File: config.mk
export PLATFORM = sky130hd
export DESIGN_NAME = fgtrim_bank
export DESIGN_NICKNAME = d
export VERILOG_FILES = /design/src/logic/fgtrim_pkg.sv /design/src/logic/fgtrim_bank.sv
export SDC_FILE = /design/constraint.sdc
export NUM_CORES = 1
export LEC_CHECK = 0
export BUFFER_PORTS_ARGS = -buffer_cell sky130_fd_sc_hd__buf_4
export CELL_PAD_IN_SITES_DETAIL_PLACEMENT = 1
export CELL_PAD_IN_SITES_GLOBAL_PLACEMENT = 1
export CORE_AREA = 2 2 102 104
export DETAILED_ROUTE_END_ITERATION = 8
export DIE_AREA = 0 0 104 106
export GPL_ROUTABILITY_DRIVEN = 0
export PLACE_DENSITY = 0.82
export SYNTH_ARGS = -nofsm -noshare
export SYNTH_HDL_FRONTEND = slang
export SYNTH_SLANG_ARGS = --single-unit
export TNS_END_PERCENT = 5
File: constraint.sdc
create_clock -name clk -period 3 [get_ports clk]
set_clock_uncertainty 0.1 [all_clocks]
set_input_delay 0 -clock clk [delete_from_list [all_inputs] [get_ports clk]]
set_output_delay 0 -clock clk [all_outputs]
set_load 0.02 [all_outputs]
File: src/logic/fgtrim_pkg.sv
/*
 * package of the fine gain trim bank: offsets, field layout, reset values
 * assumes a byte-wide register port that carries 16-bit addresses
 */
package fgtrim_pkg;
   // ==========================================================
   // register port shape
   localparam int ADDR_W = 16;
   localparam int DATA_W = 8;
   localparam int TRIM_W = 5;
   localparam int NUM_REGS = 7;
   localparam int IDX_W = 3;

   // ==========================================================
   // register offsets
   localparam logic [15:0] OFS_A1_TWO = 16'h0351;
   localparam logic [15:0] OFS_B0_TWO = 16'h0352;
   localparam logic [15:0] OFS_B1_TWO = 16'h0353;
   localparam logic [15:0] OFS_A0_ONE = 16'h0354;
   localparam logic [15:0] OFS_A1_ONE = 16'h0355;
   localparam logic [15:0] OFS_B0_ONE = 16'h0356;
   localparam logic [15:0] OFS_B1_ONE = 16'h0357;

   // ==========================================================
   // register index in the bank, offset minus the first offset
   localparam logic [2:0] IDX_A1_TWO = 3'h0;
   localparam logic [2:0] IDX_B0_TWO = 3'h1;
   localparam logic [2:0] IDX_B1_TWO = 3'h2;
   localparam logic [2:0] IDX_A0_ONE = 3'h3;
   localparam logic [2:0] IDX_A1_ONE = 3'h4;
   localparam logic [2:0] IDX_B0_ONE = 3'h5;
   localparam logic [2:0] IDX_B1_ONE = 3'h6;

   // ==========================================================
   // field layout and reset values
   localparam int GAIN_LSB = 0;
   localparam int GAIN_MSB = 4;
   localparam int RSVD_LSB = 5;
   localparam int RSVD_MSB = 7;
   localparam logic [7:0] REG_RESET = 8'h00;
   localparam logic [4:0] GAIN_RESET = 5'h00;
   localparam logic [2:0] RSVD_RESET = 3'h0;
   localparam logic [7:0] UNMAPPED_READ = 8'h00;
endpackage

File: src/logic/fgtrim_bank.sv
/*
 * fine gain trim register bank: seven byte registers, fuse preload,
 * mode-steered trim outputs to the four sub-converter banks.
 * assumes the serial register port front end delivers decoded byte
 * accesses on clk, and the fuse reader presents one trim per cycle.
 * reset is synchronous and active low; the mode input and the fuse strobe
 * come from logic on clk, so they pass no synchroniser.
 */
`timescale 1ns/1ps

// Operation
// in two-channel mode the a1, b0 and b1 trims come from offsets 351h, 352h and 353h.
// in one-channel mode the a0, a1, b0 and b1 trims come from offsets 354h to 357h.
// each register keeps the gain in bits 4:0 and writable reserved bits 7:5 that reset to zero.
// the two-channel gain fields are preloaded with factory values from fuse memory.
// the one-channel gain fields are preloaded from fuse memory on their own.
// every trim register resets to zero, whole byte and gain field alike.
// a software write updates that register and a later read returns the written value.
module fgtrim_bank (
   input wire logic clk,
   input wire logic rstn,
   input wire logic reg_wr_en,
   input wire logic reg_rd_en,
   input wire logic [fgtrim_pkg::ADDR_W-1:0] reg_addr,
   input wire logic [fgtrim_pkg::DATA_W-1:0] reg_wdata,
   output logic [fgtrim_pkg::DATA_W-1:0] reg_rdata,
   output logic reg_rvalid,
   input wire logic fuse_valid,
   input wire logic [fgtrim_pkg::IDX_W-1:0] fuse_index,
   input wire logic [fgtrim_pkg::TRIM_W-1:0] fuse_trim,
   input wire logic one_channel_mode,
   input wire logic [fgtrim_pkg::TRIM_W-1:0] trim_a_bank0_two_channel,
   output logic [fgtrim_pkg::TRIM_W-1:0] trim_a_bank0,
   output logic [fgtrim_pkg::TRIM_W-1:0] trim_a_bank1,
   output logic [fgtrim_pkg::TRIM_W-1:0] trim_b_bank0,
   output logic [fgtrim_pkg::TRIM_W-1:0] trim_b_bank1
);
   import fgtrim_pkg::*;

   // ==========================================================
   // elaboration checks, the index and field layout must fit the bank
   if (NUM_REGS > (1 << IDX_W)) begin : g_chk_idx_w
      $error("register index too narrow for the bank");
   end
   if (GAIN_MSB - GAIN_LSB + 1 != TRIM_W) begin : g_chk_gain_w
      $error("gain field width differs from the trim width");
   end
   if (RSVD_MSB + 1 != DATA_W || RSVD_LSB != GAIN_MSB + 1) begin : g_chk_rsvd
      $error("reserved field does not fill the byte above the gain");
   end

   // ==========================================================
   // state
   typedef struct packed {
      logic [NUM_REGS-1:0][DATA_W-1:0] regs;
      logic [DATA_W-1:0] rdata;
      logic rvalid;
      logic one_mode;
      logic [TRIM_W-1:0] a0;
      logic [TRIM_W-1:0] a1;
      logic [TRIM_W-1:0] b0;
      logic [TRIM_W-1:0] b1;
   } fgtrim_state_t;

   fgtrim_state_t state_q;
   fgtrim_state_t state_d;

   // address decode, shared by the read and the write path
   function automatic logic [IDX_W:0] fgtrim_decode(input logic [ADDR_W-1:0] addr);
      logic [IDX_W:0] res;
      res = '0;
      case (addr)
         OFS_A1_TWO: res = {1'b1, IDX_A1_TWO};
         OFS_B0_TWO: res = {1'b1, IDX_B0_TWO};
         OFS_B1_TWO: res = {1'b1, IDX_B1_TWO};
         OFS_A0_ONE: res = {1'b1, IDX_A0_ONE};
         OFS_A1_ONE: res = {1'b1, IDX_A1_ONE};
         OFS_B0_ONE: res = {1'b1, IDX_B0_ONE};
         OFS_B1_ONE: res = {1'b1, IDX_B1_ONE};
         default: res = '0;
      endcase
      return res;
   endfunction

   // decode results and the fuse index guard
   logic [IDX_W:0] dec;
   logic hit;
   logic [IDX_W-1:0] idx;
   logic fuse_ok;

   // split the decode into hit flag and register index
   assign dec = fgtrim_decode(reg_addr);
   assign hit = dec[IDX_W];
   assign idx = dec[IDX_W-1:0];
   assign fuse_ok = fuse_valid && (fuse_index < IDX_W'(NUM_REGS));

   // ==========================================================
   // next state
   always_comb begin
      state_d = state_q;
      state_d.rvalid = reg_rd_en;
      state_d.rdata = UNMAPPED_READ;
      // read back
      if (reg_rd_en && hit) begin
         state_d.rdata = state_q.regs[idx];
      end
      // software write
      // whole byte stored
      if (reg_wr_en && hit) begin
         state_d.regs[idx] = reg_wdata;
      end
      // two-channel fuse preload
      // one-channel fuse preload, fuse wins a clash
      if (fuse_ok) begin
         state_d.regs[fuse_index] = {RSVD_RESET, fuse_trim};
      end
      state_d.one_mode = one_channel_mode;
      // one-channel set steers all four banks
      if (one_channel_mode) begin
         state_d.a0 = state_d.regs[IDX_A0_ONE][GAIN_MSB:GAIN_LSB];
         state_d.a1 = state_d.regs[IDX_A1_ONE][GAIN_MSB:GAIN_LSB];
         state_d.b0 = state_d.regs[IDX_B0_ONE][GAIN_MSB:GAIN_LSB];
         state_d.b1 = state_d.regs[IDX_B1_ONE][GAIN_MSB:GAIN_LSB];
      end else begin
         // two-channel set, a0 kept by its own register elsewhere
         state_d.a0 = trim_a_bank0_two_channel;
         state_d.a1 = state_d.regs[IDX_A1_TWO][GAIN_MSB:GAIN_LSB];
         state_d.b0 = state_d.regs[IDX_B0_TWO][GAIN_MSB:GAIN_LSB];
         state_d.b1 = state_d.regs[IDX_B1_TWO][GAIN_MSB:GAIN_LSB];
      end
   end

   // ==========================================================
   // state register
   always_ff @(posedge clk) begin
      // all registers clear to zero
      if (!rstn) begin
         state_q <= '0;
      end else begin
         state_q <= state_d;
      end
   end

   // outputs straight from the state register
   assign reg_rdata = state_q.rdata;
   assign reg_rvalid = state_q.rvalid;
   assign trim_a_bank0 = state_q.a0;
   assign trim_a_bank1 = state_q.a1;
   assign trim_b_bank0 = state_q.b0;
   assign trim_b_bank1 = state_q.b1;
endmodule

# After elaboration in Yosys (flattened, before gate mapping)
# Index checks and enable logic that the tools add are counted.
# word_totals
ff_bits	85
inputBits	43
out_inout_bits	29
word_cells	43
# op_classes
magnitude_cmp	5
n_eq_ne	7
n_mux	12
reduce_logical	6
# op_table
cell	n
bitwise mux 56 bit	2
== test 16 x 10 -> 1 bit, second input constant	7
two-way mux 56 bit	2
demux 8 bit (select 3 bit)	2
one-hot mux 4 bit (7 select lines)	1
binary-select mux 8 bit (select 3 bit)	1
two-way mux 8 bit	3
two-way mux 20 bit	1
less-than comparator 3 x 4 -> 1 bit, second input constant	2
>= comparator 3 x 1 -> 1 bit, second input constant	2
logical AND 1 bit	5
less-than comparator 3 bit, second input constant	1
AND reduction 2 bit	1

# Longest topological paths before layout
# logic_depth
word_depth	11
mapped_depth	7
ltp_nobuf	5

# Worst setup path before layout
# OpenSTA, ideal clock, no wires.
# synth_path
path_type	input port to flip-flop
from	input reg_addr[11] (netlist bit)
to	register state_q (netlist bit trim_b_bank0[0])
setup_time_ps	132
t_arrival_ps	1390
t_required_ps	2768
setup_slack_ps	1378
cell_stages	7
n_path_buf	2
cell_sequence	nor4b_4 and4_1 buf_6 buf_12 nand3_4 a221oi_2 o32ai_1
# synth_via
elab_chain_len	11
word_cells_on_any_way	19
cone_classes	2 x order compare; 7 x eq/ne; 8 x mux; 2 x reduce/logical
# synth_rtl
item	line_no	source
from (decl)	fgtrim_bank.sv:24	input wire logic [fgtrim_pkg::ADDR_W-1:0] reg_addr,
== test 16 x 10 -> 1 bit	fgtrim_bank.sv:72	case (addr)
one-hot mux 4 bit (7 select lines) (*)	fgtrim_bank.sv:72	
less-than comparator 3 x 4 -> 1 bit (not written as such) or >= comparator 3 x 1 -> 1 bit (tied branches)	fgtrim_bank.sv:110	state_d.regs[idx] = reg_wdata;
logical AND 1 bit (not written as such)	fgtrim_bank.sv:110	
two-way mux 8 bit (not written as such)	fgtrim_bank.sv:110	
demux 8 bit (select 3 bit)	fgtrim_bank.sv:110	
bitwise mux 56 bit	fgtrim_bank.sv:110	
two-way mux 56 bit (*)	fgtrim_bank.sv:109	if (reg_wr_en && hit) begin
bitwise mux 56 bit	fgtrim_bank.sv:115	state_d.regs[fuse_index] = {RSVD_RESET, fuse_trim};
two-way mux 56 bit (*)	fgtrim_bank.sv:114	if (fuse_ok) begin
two-way mux 20 bit (*)	fgtrim_bank.sv:119	if (one_channel_mode) begin
to (signal assigned)	fgtrim_bank.sv:140	state_q <= state_d;
to (decl)	fgtrim_bank.sv:65	fgtrim_state_t state_q;
# Every way passes the cells marked *; elsewhere a longest branch is shown, timed or not.
# A chain may end at the register's enable or synchronous reset.

# Final worst setup path
# layout_path
from	input reg_addr[11] (netlist bit)
to	register state_q (netlist bit trim_a_bank0[3])
# The elaborated chain is that of the path after synthesis.

==> metrics list <==
- Setup TNS after final layout: 0 ns
- The die covers 11000 µm².
- In the synthesized netlist the async set-or-reset flop fraction comes to 0%.
- The path with the worst hold slack has its endpoint at state_q[54].
* Mapped Area: 4510 µm²
* First-pass GRT wire length: 23.8 mm
- Final WS setup: 0.552 ns
- For this run, the number of Yosys warnings is 0.
- Insertion delay to the later sink of the worst-skew pair: 0.37 ns
- Reg-to-Reg Start: state_q[57]
- The number of nets in the synthesized netlist is 534.
- The count of pins over their slew limit is 0.
* Main area contributors after synthesis: dfxtp_1, nor2_1, buf_4
- Global routing consumed, over all layers together, 27.9% of the routing resources.
- Placed cell count: 634
- In the global route stage, met3 resource usage came out at 4.11%.
* Share of synthesized area occupied by flip-flops and latches: 37.8%
- Fillers: 1177
- On the critical path, the stage with the largest delay is an instance of and4_1.
- STA classifies the critical path startpoint as an input port.
- The number of antenna violations at the first check in global routing came to 0.
- In this run the deepest clock path goes through 2 buffers.
- HPWL after detailed placement: 10.0 mm
- The run finished, with violations left.
- In this run the critical register-to-register path is captured at trim_a_bank0[3].
- The final count of hold timing violations is 1.
- Once the floorplan was initialized, standard cells occupied 45.1% of the core.
- Before CTS, the worst setup slack after placement is 0.590 ns.
- Logic pwr share: 14.9%
- Measured along the x axis, the die boundary spans 104 µm.
- The detailed router finished its first iteration with 296 violations.
- For this design the ratio of total power to cell area is 444 nW/µm².
- Global routing consumed, on the met1 layer, 34.0% of the routing resources.
- In this run the biggest area consumer among cell types represents 37.8% of the synthesized area.
* Slew at the pin with the worst max-slew slack: 0.916 ns
* Most area-hungry cell type in the Yosys netlist: dfxtp_1
- The min-delay analysis places its worst path in the category input port to flop.
- Compared with the post-synthesis result, the final layout area differs by 15.9%.
* Fraction of the core area covered by cells at the end of the flow: 52.2%
- Worst setup path class: input port to flop
- The checks that failed: hold timing.
- Capturing element type of the critical path: flop
- Mean instance size in the synthesized netlist: 9.18 µm²
* Max H-tree Level: 3
- Fraction of final layout cells sized beyond drive strength 1: 21.2%
- Clock-pin slew was measured on the worst setup and hold paths at 0.08 ns.
- Cell Rows: 37
- Data on the critical path is required at its endpoint by 3.16 ns.
- Across the run, the number of max-cap violations was 0.
* Kind of cell adding the most delay to the critical path: simple AND/OR/NAND/NOR gates
- Final hold analysis gives a worst-case slack of -0.00904 ns.
- Post-CTS Setup Bufs: 0
- Among the stages of the critical path, the cell type that occurs most often is buf_4.
- Peak supply drop: 0.209 mV
* Grt met2 use: 49.8%
- Worst Hold Depth: 3
* Total of buffers placed on input and output ports: 71
* Antenna Violating Nets Remaining: 0
* Net switching fraction of the power: 27.0%
- Most common flop cell mapped by yosys: dfxtp_1
- Data arrives at the worst endpoint at 2.60 ns.
- The number of clock buffers added by TritonCTS is 9.
* Internal Dissipation: 0.00169 W
- Aggregate routed wire length: 15.2 mm
- Synthesis handed over a netlist of 491 instances.
- Post-cts sizing count: 0
- Core area: 10000 µm²
- Counting distinct cell types in the post-synthesis netlist gives 53.
- After detailed routing, the number of remaining DRC violations is 0.
- Post-DR wirelength/cell: 22.5 µm
* Number of buffer and inverter stages on the critical path: 3
- The analysis attributes to net switching a power of 0.000626 W.
- For the finished layout, the period the worst path requires is 2.45 ns.
- For flop-to-flop paths, the worst setup slack is 1.26 ns.
* Total number of clock tree sinks: 85
- Unrepaired setup endpoints after global routing: false
* Top post-synthesis cells by count: dfxtp_1, nor2_1, o21ai_0
- Maximum net fanout on the critical path: 10
- Synthesis inferred 85 register bits.
- CTS tree: done
- Counting flops with a built-in enable in the synthesized netlist gives 0.
- Per report_power, the sequential group accounts for 50.5% of the total.
- Via count: 4183
* Pre-antenna DRT Iters: 5
- Of the available clock period, the critical path in the final layout requires 81.6%.
- Finish-stage setup viols: 0
* Die H: 106 µm
* Largest net degree at the start of global routing: 50
* Ordered list of cells on the worst path: buf_4, nor4b_4, and4_1, buf_4, a21boi_0, a211oi_1, o31ai_1, dlygate4sd3_1
* FF-to-FF path depth: 4
- The finished layout holds 675 standard cells, fillers aside.
- Via count of the first global-routing pass: 4343
- After global routing the overflow that remains totals 0.
* Avg Vias per Cell: 6.20
* Startpoint of the worst hold path: reg_wdata[0]
- Headroom to the max-slew limit came out at 38.8%.
- Antenna diode instance count: 0
- Most numerous cell in the Yosys netlist: dfxtp_1
* Number of buffers inserted for hold repair after clock tree synthesis: 27
- The layer flagged by global routing as most heavily used is met2.
- In this run, the clock network consumes 34.6% of the power.
* Number of primary I/O pins: 72
- CTS root buffer: clkbuf_8
- Static timing analysis puts the maximum clock frequency at 408 MHz.
* Static Leak: 1.97 nW
- Largest incremental delay on the critical path: 0.70 ns
- At the end of the flow, the number of nets in the layout was 579.
[flip-flops by register name (all words and copies together) (netlist names)]
signal	count
trim_b_bank1	5
trim_a_bank1	5
state_q	56
trim_a_bank0	5
trim_b_bank0	5
reg_rdata	8
reg_rvalid	1
[area by class of cell]
type                       instances  area [µm²]  share of cell area, %
clock buffer                      12         145                   2.78
multi-input combinational        336        2340                   44.7
timing repair buffer             100         818                   15.7
inverter                           4        15.0                  0.288
clock inverter                     2        35.0                  0.671
tap                              136         170                   3.26
sequential                        85        1700                   32.6
[power groups by stage]
stage	clock, W	sequential, W	combinational [W]
2_1_floorplan	0	0.00119	0.000209
3_3_place_gp	0	0.00120	0.000300
3_5_place_dp	0	0.00120	0.000309
4_1_cts	0.000804	0.00117	0.000337
5_1_grt	0.000849	0.00117	0.000371
6_report	0.000802	0.00117	0.000345
[worst min-delay path, stage by stage]
cell	delay, ns
buf_4	0.09
a211oi_1	0.08
nor3b_1	0.23
[metrics by stage]
stage	hold WS [ns]	power (W)	instance area, µm²
floorplan	0.00848	0.00140	4510
global placement	0.106	0.00150	4770
detailed placement	0.117	0.00150	4770
CTS	0.00480	0.00231	5220
global route	0.0426	0.00239	5220
finish	-0.00904	0.00232	5220
[layout by cell type (no fill, tap or decap), types with 10 or more instances in the layout]
master	netlist	layout
a211oi_1	11	11
a221oi_1	25	25
buf_4	33	73
clkbuf_8	3	10
dfxtp_1	85	85
dlygate4sd3_1	1	27
mux2i_1	21	21
nand2_1	21	21
nor2_1	68	68
nor3_1	10	10
nor3b_1	20	20
o21ai_0	49	49
o32ai_1	15	15
[logic make-up (layout without fill, tap and decap cells)]
group / count (synthesis) / in the layout / synth area share (%)
AOI/OAI and AO/OA: 151 / 151 / 25.4
xor gates and xnor gates: 1 / 1 / 0.194
buffers and inverters: 70 / 118 / 10.4
DFF: 85 / 85 / 37.8
muxes: 21 / 21 / 4.67
and+or+nand+nor: 163 / 163 / 21.6
[layer usage]
layer  vias to the layer above  wire length, µm  share of wire [%]
met5                         -                0                  0
met2                       178             7500                 49
met1                      2068             6290                 41
met4                         0              411                2.7
met3                        34              954                6.3
li1                       1903                -                  -
[worst max path at each step]
stage | from | depth (start not counted) | slack [ns] | to
2_1_floorplan | reg_addr[11] | 7 | 1.38 | trim_b_bank0[0]
3_3_place_gp | reg_addr[1] | 6 | 0.64 | reg_rdata[0]
3_5_place_dp | reg_addr[11] | 6 | 0.59 | trim_b_bank1[0]
4_1_cts | reg_addr[11] | 8 | 0.64 | trim_a_bank0[4]
5_1_grt | reg_addr[11] | 8 | 0.39 | trim_a_bank0[3]
6_report | reg_addr[11] | 8 | 0.55 | trim_a_bank0[3]
Power figures use the tool's default switching activity.
